`config.mk`:
```
export PLATFORM = sky130hd
export DESIGN_NAME = atc_bank
export DESIGN_NICKNAME = d
export VERILOG_FILES = /design/src/design/atc_pkg.sv /design/src/design/atc_bank.sv
export SDC_FILE = /design/constraint.sdc
export NUM_CORES = 2
export LEC_CHECK = 0
export ABC_AREA = 1
export BUFFER_PORTS_ARGS = -buffer_cell sky130_fd_sc_hd__buf_2
export CAP_MARGIN = 5
export CORE_ASPECT_RATIO = 1.25
export CORE_MARGIN = 2
export CORE_UTILIZATION = 31
export DETAILED_ROUTE_END_ITERATION = 10
export PLACE_DENSITY = 0.49
export SLEW_MARGIN = 10
export SYNTH_ARGS = -nofsm -noshare
export SYNTH_HDL_FRONTEND = slang
export SYNTH_HIERARCHICAL = 1
export SYNTH_SLANG_ARGS = --single-unit
export TNS_END_PERCENT = 50
```
`constraint.sdc`:
```
create_clock -name clk -period 2.9 [get_ports clk]
set_input_delay 0.29 -clock clk [delete_from_list [all_inputs] [get_ports clk]]
set_output_delay 0.29 -clock clk [all_outputs]
set_load 0.02 [all_outputs]
```
`src/design/atc_pkg.sv`:
```
// shared constants and carrier types for the adc test/config register bank
package atc_pkg;
	localparam logic [15:0] OFS_PROBE_LOW = 16'h103A;
	localparam logic [15:0] OFS_CHASSIS = 16'h103C;
	localparam logic [15:0] OFS_SIM_PUSH = 16'h103E;
	localparam logic [15:0] OFS_TALLY_CLR = 16'h1040;
	localparam logic [15:0] OFS_RD_PROBE = 16'h1064;
	localparam logic [15:0] OFS_SOFT_CONV = 16'h1068;
	localparam logic [15:0] OFS_RAMP_FIXED = 16'h106A;
	localparam logic [15:0] OFS_CONV_A = 16'h1070;
	localparam logic [15:0] OFS_CONV_B = 16'h1072;
	localparam logic [15:0] OFS_LIMIT_FIRST = 16'h1080;
	localparam logic [15:0] OFS_LIMIT_LAST = 16'h10BE;
	localparam logic [15:0] OFS_ROM_FIRST = 16'h8000;
	localparam logic [15:0] OFS_MAKER2 = 16'h8026;
	localparam logic [15:0] OFS_MAKER1 = 16'h802A;
	localparam logic [15:0] OFS_MAKER0 = 16'h802E;
	localparam logic [15:0] OFS_VERSION = 16'h8032;
	localparam logic [15:0] OFS_BOARD2 = 16'h8036;
	localparam logic [15:0] OFS_BOARD1 = 16'h803A;
	localparam logic [15:0] OFS_BOARD0 = 16'h803E;
	localparam logic [15:0] OFS_HW_REV = 16'h804E;
	localparam logic [15:0] OFS_SERIAL_HI = 16'h8F02;
	localparam logic [15:0] OFS_SERIAL_LO = 16'h8F06;
	// 32-channel variant: one limit word every two bytes
	localparam int LIMIT_STRIDE_SHIFT = 1;
	localparam int CHANNELS = 32;
	localparam int SIM_DEPTH = 32;
	localparam int BUF_DEPTH = 8;
	localparam int WORD_W = 32;
	localparam int TALLY_W = 24;
	localparam int ADDR_W = 11;
	localparam int KILL_BIT = 8;
	localparam int OV_BIT = 12;
	localparam logic [4:0] SIM_LAST = 5'h1F;
	localparam logic [7:0] RAMP_FIXED_RESET = 8'h00;
	localparam logic [7:0] CHASSIS_RESET = 8'h00;

	typedef struct packed {
		logic wr;
		logic rd;
		logic [15:0] addr;
		logic [15:0] wdata;
	} atc_req_type;

	typedef struct packed {
		logic ack;
		logic [15:0] rdata;
	} atc_rsp_type;

	typedef struct packed {
		logic ov;
		logic [11:0] value;
	} atc_sample_type;
endpackage

```
`src/design/atc_bank.sv`:
```
// register bank, simulated-event store and output word buffer
`timescale 1ns/1ps

module atc_word_fifo #(
	parameter int WIDTH = 32,
	parameter int DEPTH = 8
) (
	input wire logic clk,
	input wire logic rstn,
	input wire logic inValid,
	output logic inReady,
	input wire logic [WIDTH-1:0] inData,
	output logic outValid,
	input wire logic outReady,
	output logic [WIDTH-1:0] outData
);
	localparam int PW = $clog2(DEPTH);

	typedef struct packed {
		logic [DEPTH-1:0][WIDTH-1:0] mem;
		logic [PW-1:0] wrPtr;
		logic [PW-1:0] rdPtr;
		logic [PW:0] count;
		logic notFull;
		logic notEmpty;
	} atc_fifo_state_type;

	atc_fifo_state_type s_q, s_d;
	logic push;
	logic pop;

	always_comb
	begin
		s_d = s_q;
		push = inValid && s_q.notFull;
		pop = outReady && s_q.notEmpty;
		if (push)
		begin
			s_d.mem[s_q.wrPtr] = inData;
			s_d.wrPtr = s_q.wrPtr + 1'b1;
		end
		if (pop)
			s_d.rdPtr = s_q.rdPtr + 1'b1;
		if (push && !pop)
			s_d.count = s_q.count + 1'b1;
		else if (pop && !push)
			s_d.count = s_q.count - 1'b1;
		s_d.notFull = (s_d.count != (PW+1)'(DEPTH));
		// valid comes from its own flop so the consumer sees no decode glitch
		s_d.notEmpty = (s_d.count != '0);
	end

	always_ff @(posedge clk or negedge rstn)
	begin
		if (!rstn)
		begin
			s_q <= '0;
			s_q.notFull <= 1'b1;
		end
		else
			s_q <= s_d;
	end

	assign inReady = s_q.notFull;
	assign outValid = s_q.notEmpty;
	assign outData = s_q.mem[s_q.rdPtr];
endmodule

// Summary of operation
// write 0x103A loads probe word low half
// low-half write stores full probe word
// chassis index register read/write at 0x103C
// chassis index inserted in output words
// write 0x103E pushes 32-entry simulated event
// simulation select replaces conversions with stored event
// test word: 12-bit value plus overflow
// host loads words in readout channel order
// exactly 32 words; extra writes wrap
// write 0x1040 clears event tally; a gate trigger in that cycle while not streaming increments it instead
// 0x1064 holds 11-bit buffer read address
// host keeps read and write addresses distinct
// write 0x1068 starts one test conversion
// 0x106A holds 8-bit fixed ramp level
// ramp enable off selects fixed level
// 0x1070 returns converter A value
// 0x1072 returns converter B value
// one limit word per channel, stride two
// kill bit suppresses channel storage
// limit compared with value's top eight bits
// low limit check drops data not above
// limits cleared only by hardware reset
// read-only identification region 0x8000-0xFFFE
// maker code three bytes, most significant first
// writes to read-only ignored; write-only reads zero
module atc_bank #(
	parameter logic [7:0] MAKER_CODE2 = 8'hA1, // arbitrary value
	parameter logic [7:0] MAKER_CODE1 = 8'hB2, // arbitrary value
	parameter logic [7:0] MAKER_CODE0 = 8'hC3, // arbitrary value
	parameter logic [7:0] VERSION_CODE = 8'hD4, // arbitrary value
	parameter logic [7:0] BOARD_TYPE2 = 8'h1E, // arbitrary value
	parameter logic [7:0] BOARD_TYPE1 = 8'h2F, // arbitrary value
	parameter logic [7:0] BOARD_TYPE0 = 8'h3A, // arbitrary value
	parameter logic [7:0] HW_REVISION = 8'h4B, // arbitrary value
	parameter logic [7:0] SERIAL_HIGH = 8'h5C, // arbitrary value
	parameter logic [7:0] SERIAL_LOW = 8'h6D // arbitrary value
) (
	input wire logic clk,
	input wire logic rstn,
	input wire atc_pkg::atc_req_type busReq,
	output atc_pkg::atc_rsp_type busRsp,
	input wire logic [15:0] probeHigh,
	input wire logic [10:0] probeWriteAddr,
	output logic bufWrite,
	output logic [10:0] bufWriteAddr,
	output logic [31:0] bufWriteData,
	output logic [10:0] bufReadProbeAddr,
	input wire logic acquisitionSimSelect,
	input wire logic lowLimitEnable,
	input wire logic ramp_enable,
	input wire logic [7:0] rampSlideLevel,
	output logic [7:0] rampDacLevel,
	input wire logic gate,
	output logic convStart,
	output logic [7:0] chassisIndex,
	output logic [23:0] eventTally,
	input wire logic convAStrobe,
	input wire logic [11:0] convAIn,
	input wire logic convBStrobe,
	input wire logic [11:0] convBIn,
	input wire logic sampleValid,
	output logic sampleReady,
	input wire logic [4:0] sampleChannel,
	input wire atc_pkg::atc_sample_type sampleData,
	output logic wordValid,
	input wire logic wordReady,
	output logic [31:0] wordData
);
	typedef struct packed {
		atc_pkg::atc_rsp_type rsp;
		logic [15:0] probeLow;
		logic bufWrite;
		logic [10:0] bufWriteAddr;
		logic [31:0] bufWriteData;
		logic [10:0] readProbe;
		logic [7:0] chassis;
		logic [7:0] rampFixed;
		logic [7:0] rampOut;
		logic [11:0] convA;
		logic [11:0] convB;
		logic [23:0] tally;
		logic convStart;
		logic [atc_pkg::SIM_DEPTH-1:0][12:0] simMem;
		logic [4:0] simWrPtr;
		logic [4:0] simRdPtr;
		logic simSelPrev;
		logic streaming;
		logic [4:0] streamCount;
		logic [atc_pkg::CHANNELS-1:0][8:0] limits;
	} atc_bank_state_type;

	atc_bank_state_type s_q, s_d;
	logic bufInValid;
	logic bufInReady;
	logic [31:0] bufInData;
	logic trigger;
	logic [4:0] limitIdx;
	logic limitHit;

	function automatic logic [31:0] atc_pack(input logic [7:0] crate, input logic [4:0] ch,
		input logic [12:0] ovValue);
		atc_pack = {crate, 3'h0, ch, 3'h0, ovValue};
	endfunction

	function automatic logic atc_keep(input logic [8:0] lim, input logic [11:0] value,
		input logic checkOn);
		atc_keep = !lim[atc_pkg::KILL_BIT] && (!checkOn || value[11:4] > lim[7:0]);
	endfunction

	always_comb
	begin
		s_d = s_q;
		s_d.rsp = '0;
		s_d.bufWrite = 1'b0;
		s_d.convStart = 1'b0;
		bufInValid = 1'b0;
		bufInData = '0;
		limitIdx = busReq.addr[5:1];
		limitHit = (busReq.addr >= atc_pkg::OFS_LIMIT_FIRST)
			&& (busReq.addr <= atc_pkg::OFS_LIMIT_LAST);
		trigger = gate || (busReq.wr && busReq.addr == atc_pkg::OFS_SOFT_CONV);

		if (busReq.wr)
		begin
			// read-only offsets and unlisted offsets outside the limit range fall through untouched
			unique case (busReq.addr)
				atc_pkg::OFS_PROBE_LOW:
				begin
					s_d.probeLow = busReq.wdata;
					s_d.bufWrite = 1'b1;
					s_d.bufWriteAddr = probeWriteAddr;
					s_d.bufWriteData = {probeHigh, busReq.wdata};
				end
				atc_pkg::OFS_CHASSIS: s_d.chassis = busReq.wdata[7:0];
				atc_pkg::OFS_SIM_PUSH:
				begin
					// circular store: a 33rd write overwrites entry 0
					s_d.simMem[s_q.simWrPtr] = busReq.wdata[12:0];
					s_d.simWrPtr = s_q.simWrPtr + 5'h01;
				end
				atc_pkg::OFS_TALLY_CLR: s_d.tally = '0;
				atc_pkg::OFS_RD_PROBE: s_d.readProbe = busReq.wdata[10:0];
				atc_pkg::OFS_SOFT_CONV: s_d.convStart = 1'b1;
				atc_pkg::OFS_RAMP_FIXED: s_d.rampFixed = busReq.wdata[7:0];
				default:
				begin
					if (limitHit)
						s_d.limits[limitIdx] = busReq.wdata[8:0];
				end
			endcase
		end

		if (busReq.rd)
		begin
			s_d.rsp.ack = 1'b1;
			unique case (busReq.addr)
				atc_pkg::OFS_CHASSIS: s_d.rsp.rdata = {8'h00, s_q.chassis};
				atc_pkg::OFS_RAMP_FIXED: s_d.rsp.rdata = {8'h00, s_q.rampFixed};
				atc_pkg::OFS_CONV_A: s_d.rsp.rdata = {4'h0, s_q.convA};
				atc_pkg::OFS_CONV_B: s_d.rsp.rdata = {4'h0, s_q.convB};
				atc_pkg::OFS_MAKER2: s_d.rsp.rdata = {8'h00, MAKER_CODE2};
				atc_pkg::OFS_MAKER1: s_d.rsp.rdata = {8'h00, MAKER_CODE1};
				atc_pkg::OFS_MAKER0: s_d.rsp.rdata = {8'h00, MAKER_CODE0};
				atc_pkg::OFS_VERSION: s_d.rsp.rdata = {8'h00, VERSION_CODE};
				atc_pkg::OFS_BOARD2: s_d.rsp.rdata = {8'h00, BOARD_TYPE2};
				atc_pkg::OFS_BOARD1: s_d.rsp.rdata = {8'h00, BOARD_TYPE1};
				atc_pkg::OFS_BOARD0: s_d.rsp.rdata = {8'h00, BOARD_TYPE0};
				atc_pkg::OFS_HW_REV: s_d.rsp.rdata = {8'h00, HW_REVISION};
				atc_pkg::OFS_SERIAL_HI: s_d.rsp.rdata = {8'h00, SERIAL_HIGH};
				atc_pkg::OFS_SERIAL_LO: s_d.rsp.rdata = {8'h00, SERIAL_LOW};
				default:
				begin
					// write-only offsets and unused ROM bytes read as zero
					if (limitHit)
						s_d.rsp.rdata = {7'h00, s_q.limits[limitIdx]};
					else
						s_d.rsp.rdata = 16'h0000;
				end
			endcase
		end

		if (convAStrobe)
			s_d.convA = convAIn;
		if (convBStrobe)
			s_d.convB = convBIn;

		s_d.rampOut = ramp_enable ? rampSlideLevel : s_q.rampFixed;

		// entering simulation resets the write side; leaving resets the read side
		s_d.simSelPrev = acquisitionSimSelect;
		if (acquisitionSimSelect && !s_q.simSelPrev)
		begin
			s_d.simWrPtr = '0;
			s_d.streaming = 1'b0;
		end
		if (!acquisitionSimSelect && s_q.simSelPrev)
			s_d.simRdPtr = '0;

		if (trigger && !s_q.streaming)
		begin
			s_d.tally = s_q.tally + 24'h00_0001;
			if (acquisitionSimSelect)
			begin
				s_d.streaming = 1'b1;
				s_d.streamCount = '0;
			end
		end

		if (s_q.streaming)
		begin
			// one stored word per buffer slot; stalls while the buffer is full
			bufInValid = 1'b1;
			bufInData = atc_pack(s_q.chassis, s_q.streamCount, s_q.simMem[s_q.simRdPtr]);
			if (bufInReady)
			begin
				s_d.simRdPtr = s_q.simRdPtr + 5'h01;
				s_d.streamCount = s_q.streamCount + 5'h01;
				if (s_q.streamCount == atc_pkg::SIM_LAST)
					s_d.streaming = 1'b0;
			end
		end
		else if (sampleValid && !acquisitionSimSelect
			&& atc_keep(s_q.limits[sampleChannel], sampleData.value, lowLimitEnable))
		begin
			bufInValid = 1'b1;
			bufInData = atc_pack(s_q.chassis, sampleChannel, sampleData);
		end
	end

	always_ff @(posedge clk or negedge rstn)
	begin
		if (!rstn)
		begin
			// limits included: only the hardware reset clears them
			s_q <= '0;
			s_q.chassis <= atc_pkg::CHASSIS_RESET;
			s_q.rampFixed <= atc_pkg::RAMP_FIXED_RESET;
		end
		else
			s_q <= s_d;
	end

	atc_word_fifo #(
		.WIDTH(atc_pkg::WORD_W),
		.DEPTH(atc_pkg::BUF_DEPTH)
	) u_buf (
		.clk(clk),
		.rstn(rstn),
		.inValid(bufInValid),
		.inReady(bufInReady),
		.inData(bufInData),
		.outValid(wordValid),
		.outReady(wordReady),
		.outData(wordData)
	);

	// samples are refused while simulated words stream or the buffer is full
	assign sampleReady = bufInReady && !s_q.streaming;
	assign busRsp = s_q.rsp;
	assign bufWrite = s_q.bufWrite;
	assign bufWriteAddr = s_q.bufWriteAddr;
	assign bufWriteData = s_q.bufWriteData;
	assign bufReadProbeAddr = s_q.readProbe;
	assign rampDacLevel = s_q.rampOut;
	assign convStart = s_q.convStart;
	assign chassisIndex = s_q.chassis;
	assign eventTally = s_q.tally;
endmodule

```
# ---- Word level (Yosys, flattened, before mapping)
# Cells that the tools add are included.
dict set report totals {
  regBits 1134
  in_bits 121
  out_inout_bits 147
}
dict set report classes {
  reduce_logical 39
  bitwise_logic 1
  add_sub_neg 8
  magnitude_cmp 12
  n_mux 47
  n_eq_ne 21
}
# op n
set op_table {}
lappend op_table {{two-way mux 446 bit} 1}
lappend op_table {{two-way mux 421 bit} 1}
lappend op_table {{bitwise mux 416 bit} 1}
lappend op_table {{bitwise mux 288 bit} 1}
lappend op_table {{bitwise mux 256 bit} 1}
lappend op_table {{case mux 12 bit (14 select lines)} 1}
lappend op_table {{equality test 16 bit, second input constant} 10}
lappend op_table {{equality test 16 x 13 -> 1 bit, second input constant} 9}
lappend op_table {{two-way mux 32 bit} 4}
lappend op_table {{binary-select mux 32 bit (select 3 bit)} 1}
lappend op_table {{demux 32 bit (select 3 bit)} 1}
lappend op_table {{binary-select mux 9 bit (select 5 bit)} 2}
lappend op_table {{two-way mux 71 bit} 1}
lappend op_table {{binary-select mux 13 bit (select 5 bit)} 1}
lappend op_table {{demux 13 bit (select 5 bit)} 1}
lappend op_table {{two-way mux 24 bit} 2}
lappend op_table {{demux 9 bit (select 5 bit)} 1}
lappend op_table {{two-way mux 44 bit} 1}
lappend op_table {{two-way mux 9 bit} 4}
lappend op_table {{two-way mux 13 bit} 2}
lappend op_table {{adder 24 x 1 -> 24 bit, second input constant} 1}
lappend op_table {{< comparator 5 x 6 -> 1 bit, second input constant} 4}
lappend op_table {{two-way mux 6 bit} 4}
lappend op_table {{two-way mux 8 bit} 3}
lappend op_table {{26 further kinds} 70}

# ---- Depth between registers and ports, before layout
dict set report depth {
  word_depth 14
  mapped_depth 32
}

# ---- By module
# The synthesis kept the hierarchy.
# module instances area_per_inst_um2 cells_each seq_area_each_um2
set by_module_without_submodules {}
lappend by_module_without_submodules {atc_bank 1 44969.4 5847 21570.7}
lappend by_module_without_submodules {atc_word_fifo 1 12259.3 1471 6707.7}

# ---- Worst setup path after synthesis
# OpenSTA, ideal clock, no wires.
dict set report synth_path {
  path_type {input port to flip-flop}
  from {input port sampleChannel[0]}
  to {register u_buf/s_q[168] in the netlist's numbering}
  t_required_ps 2772
  arrival_time_ps 3646
  path_stages 28
  slack_ps -875
  path_buffers 6
  setup_ps 128
  path_cell_list {buf_2 -> inv_2 -> buf_2 -> buf_2 -> clkbuf_1 -> nor2_1 -> o221ai_1 -> nand3_1 -> nand3_1 -> nand2_1 -> ha_1 -> inv_1 -> o21bai_1 -> nand2_1 -> nand2_1 -> nand2_1 -> nand2_1 -> nand2_1 -> a21oi_1 -> nand3_1 -> buf_2 -> nand2_1 -> nand2_4 -> nor2_4 -> nand2_4 -> buf_4 -> nand2_1 -> o21ai_0}
}
dict set report synth_between {
  elab_chain_len 9
  elab_cells_between_ends 13
  cone_classes {order compare (1); mux (7); reduce/logical (5)}
}
# item line
set synth_rtl {}
lappend synth_rtl {{start, declared} atc_bank.sv:132} ;# input wire logic [4:0] sampleChannel,
lappend synth_rtl {{binary-select mux 9 bit (select 5 bit) (*)} atc_bank.sv:292} ;# && atc_keep(s_q.limits[sampleChannel], sampleData.value, lowLimitEnable))
lappend synth_rtl {{two-way mux 9 bit (not written as such) (*)} atc_bank.sv:292}
lappend synth_rtl {{> comparator 8 bit} atc_bank.sv:176} ;# atc_keep = !lim[atc_pkg::KILL_BIT] && (!checkOn || value[11:4] > lim[7:0]);
lappend synth_rtl {{logical OR 1 bit} atc_bank.sv:176}
lappend synth_rtl {{logical AND 1 bit (*)} atc_bank.sv:176}
lappend synth_rtl {{logical AND 1 bit (*)} atc_bank.sv:292}
lappend synth_rtl {{two-way mux 1 bit (*)} atc_bank.sv:291} ;# else if (sampleValid && !acquisitionSimSelect
lappend synth_rtl {{two-way mux 1 bit (*)} atc_bank.sv:278} ;# if (s_q.streaming)
lappend synth_rtl {{named net bufInValid} atc_bank.sv:162} ;# logic bufInValid;
lappend synth_rtl {{logical AND 1 bit (*)} atc_bank.sv:35} ;# push = inValid && s_q.notFull;
lappend synth_rtl {{end, declared} atc_bank.sv:28} ;# atc_fifo_state_type s_q, s_d;
# Mark *: on every way through the listed nets, which the timed path passes. The rest lies on a longest branch. The select of a mux whose other input is x is not followed.
# A chain may end at the register's enable or synchronous reset.

==> results.md <==
- Avg Vias per Cell: 5.15
- Worst reg2reg setup slack: -0.41 ns
- Async set or reset register ratio after synthesis: 1.00
- Root Driver: clkbuf_16
- Mux contribution to synthesized area: 0.00590
- RSZ-0062 raised after global routing: true
- Hold/Removal Path Class: input pin to register
- CP required: 3.59 ns
- # DRC: 0
- Most frequent cells in the layout: nand2_1 (1930), dfrtp_1 (1125), nor2_1 (1092)
- Vias in the first global route: 51.9k
- Maximum clock rate: 0.302 GHz
- Final min period: 3.31 ns
- Row cnt: 176
- Status: complete, but fails checks
- Compound-Gate Fraction of Synth Area: 0.146
- H-tree Lvls: 4
- R2R cell count: 26
- Commonest non-fill, non-tap cell in the layout: nand2_1
- Detailed Place HPWL: 143000 um
- Placed cells: 9962
- Placer congestion estimate: 0.946
- Crit path launch: s_q[234]
- CTS Buffer Depth: 3
- Max_cap viols: 0
- Unique masters post-synth: 48
- Worst Setup EP: u_buf/s_q[34]
- Critical R2R Launch: s_q[234]
- Initial antenna violation count: 15
- Sequential share of the synthesized area: 0.494
- Initial Util: 0.312
- Worst Path Max Fanout: 14
- Ys Warns: 6
- Share of post-route cells with drive strength above 1: 0.187
- Worst-Margin Slew: 1.07 ns
- Fin crit share: 1.14
- Max Transition Viols Final: 0
- CTS tree: built
- Total power: 52.6 mW
- Post-Syn Area: 57200 um^2
- Core area: 184000 um^2
- Wire per inst: 21.3 um
- LEAKAGE: 34.4 nW
- Post-Layout Cell Count: 10.3k
- Die X: 388 um
- Main synth FF type: dfrtp_1
- Post-synth EDFFs: 0
- Synthesized flop and latch total: 1130
- Sinks on the clock net: 1130
- Mapped Cells: 7318
- Synth-to-Final Area Change: 23.7%
- Pre-antenna DRT Iters: 6
- Clock Skews: 0.0619 ns
- Worst setup margin: -0.414 ns
- Die height: 484 um
- Grt total ovfl: 0
- Mean Syn Cell Area: 7.82 um^2
- Adder-Cell Fraction of Synth Area: 0.00437
- Final setup fails: 274
- Slew headroom: 0.286
- Largest family of logic cells by synthesized area: simple AND/OR/NAND/NOR gates
- Global-route usage over all layers: 0.229
- DIE AREA: 188000 um^2
- Port-buffer cells: 263
- Type of origin of the critical path: register
- Final hold vios: 0
- Worst vdd ir: 581 uV
- Largest net degree at the start of global routing: 135
- Initial drt markers: 4817
- Antenna Violating Nets Remaining: 0
- Post-synthesis simple-gate area fraction: 0.275
- Num CTS Buffers: 134
- Failing checks: setup timing
- Reg2reg end: u_buf/s_q[34]
- Worst-path clk slew: 0.06 ns
- Post-Synth XOR/XNOR Area: 0.00306
- Pwr Density: 744 nW/um^2
- Fin nets: 7964
- Worst-Skew Late Latency: 0.82 ns
- Global-route wire length before repair: 332000 um
- Routed WL: 220000 um
- Setup crit end kind: register
- Crit path DAT: 4.00 ns
- End-of-flow core utilization: 0.385
- Via count: 53.2k
- Ports: 268
- CP Class: register to register
## worst max-delay path, stage by stage (launching register included)
cell,delay [ns]
dfrtp_1,0.38
o21ai_1,0.12
nor2_1,0.07
a21oi_2,0.13
a21oi_1,0.09
o21ai_1,0.09
buf_4,0.17
nand2_4,0.06
nor2_2,0.07
a21oi_1,0.05
ha_1,0.19
o21bai_1,0.18
nand2_2,0.06
nand2_1,0.06
nand2_1,0.05
nand2_1,0.07
nand2_2,0.11
a21oi_4,0.19
nand3_4,0.15
nand2_4,0.12
nand2_8,0.09
nor2_4,0.14
buf_12,0.14
nand2_8,0.11
clkbuf_16,0.23
nand2_2,0.05
o21ai_1,0.05
## cells by family (layout without fill, tap and decap cells)
logic type / Yosys count / after routing
compound gates: 1552 / 1552
xor+xnor: 20 / 20
fa+ha+maj: 20 / 20
buf+inv: 827 / 1435
flops: 1130 / 1130
mux: 30 / 30
other cells: 1 / 15
simple gates: 3738 / 3738
## synth_stat cells (3+ instances only)
cell	n	area, um^2
clkbuf_2	26	130
o22ai_1	63	394
nand3b_1	11	82.6
inv_2	15	56.3
clkbuf_1	298	1120
nand3_1	167	836
buf_6	42	473
nor3_1	11	55.1
nor2_4	4	45.0
nand2_1	2008	7540
buf_1	19	71.3
nand4_1	311	1950
buf_4	124	931
a21oi_1	70	350
dfrtp_1	1129	28300
o211ai_1	66	495
xor2_1	17	149
ha_1	20	250
clkinv_1	7	26.3
nor2_2	36	225
o21ai_2	35	307
o21ai_1	292	1460
buf_2	117	586
nand2_2	23	144
nand3_2	33	330
mux2_2	30	338
nand2_4	20	225
nor2_8	5	100
xnor2_1	3	26.3
o221ai_1	48	420
nor2_1	1098	4120
a22oi_1	4	30.0
o21ai_0	967	4840
or2_2	5	31.3
inv_1	178	668
## routing by layer
layer,vias up,wire length [um],global-route usage
li1,25205,-,-
met2,1777,101000,0.363
met1,25891,98000,0.313
met3,349,13700,0.0408
met4,10,7700,0.0827
met5,-,73,0
## final cells by class
class                           count  area [um^2]
Timing Repair Buffer              987         8340
Antenna cell                        5         12.5
Clock inverter                     60          913
Tap cell                         2403         3010
Multi-Input combinational cell   5370        25600
Fill cell                       19047       113000
Clock buffer                      188         3840
Sequential cell                  1130        28300
Inverter                          200          772
## power breakdown
part	internal (mW)	leakage, nW	switching, mW
clock network	10.5	2.32	7.64
logic	5.40	16.6	11.0
registers	17.1	15.5	1.05
total	33.0	34.4	19.7
## flip-flops by register name, indices dropped and copies added, names as in the netlist
name / flops
bufWriteData: 32
bufWrite: 1
bufWriteAddr: 11
busRsp: 13
chassisIndex: 8
s_q: 753
u_buf/s_q: 266
convStart: 1
eventTally: 24
bufReadProbeAddr: 11
u_buf/inReady: 1
rampDacLevel: 8
u_buf/outValid: 1
## per-stage QoR
stage	hold WS (ns)	setup TNS [ns]	instance area [um^2]	setup WS (ns)
2_1_floorplan	-0.00559	-96.91	57500	-0.429
6_report	0.0648	-92.05	70800	-0.414
3_5_place_dp	0.183	-299.38	63900	-1.20
5_1_grt	0.0482	-137.59	70800	-0.559
3_3_place_gp	0.186	-302.17	63900	-1.21
4_1_cts	0.0136	-78.43	70100	-0.343
## how the worst min path moves through the flow
stage / cells after the start / to / slack [ns] / startpoint
after detailed placement: 1 / s_q[6] / 0.18 / rstn
after CTS: 5 / u_buf/s_q[205] / 0.01 / sampleData[1]
after global placement: 1 / s_q[6] / 0.19 / rstn
after floorplan: 0 / bufReadProbeAddr[0] / -0.006 / rstn
after global routing: 3 / s_q[644] / 0.05 / busReq[1]
final: 4 / s_q[642] / 0.06 / busReq[12]
## repair_timing
action,CTS,global route
pin swaps,27,26
endpoints found under the setup margin,282,297
endpoints found under the hold margin,710,0
buffers inserted,7,8
resized for setup,92,141
gates cloned,4,7
hold buffers,105,0
(Power assumes the default switching activity.)
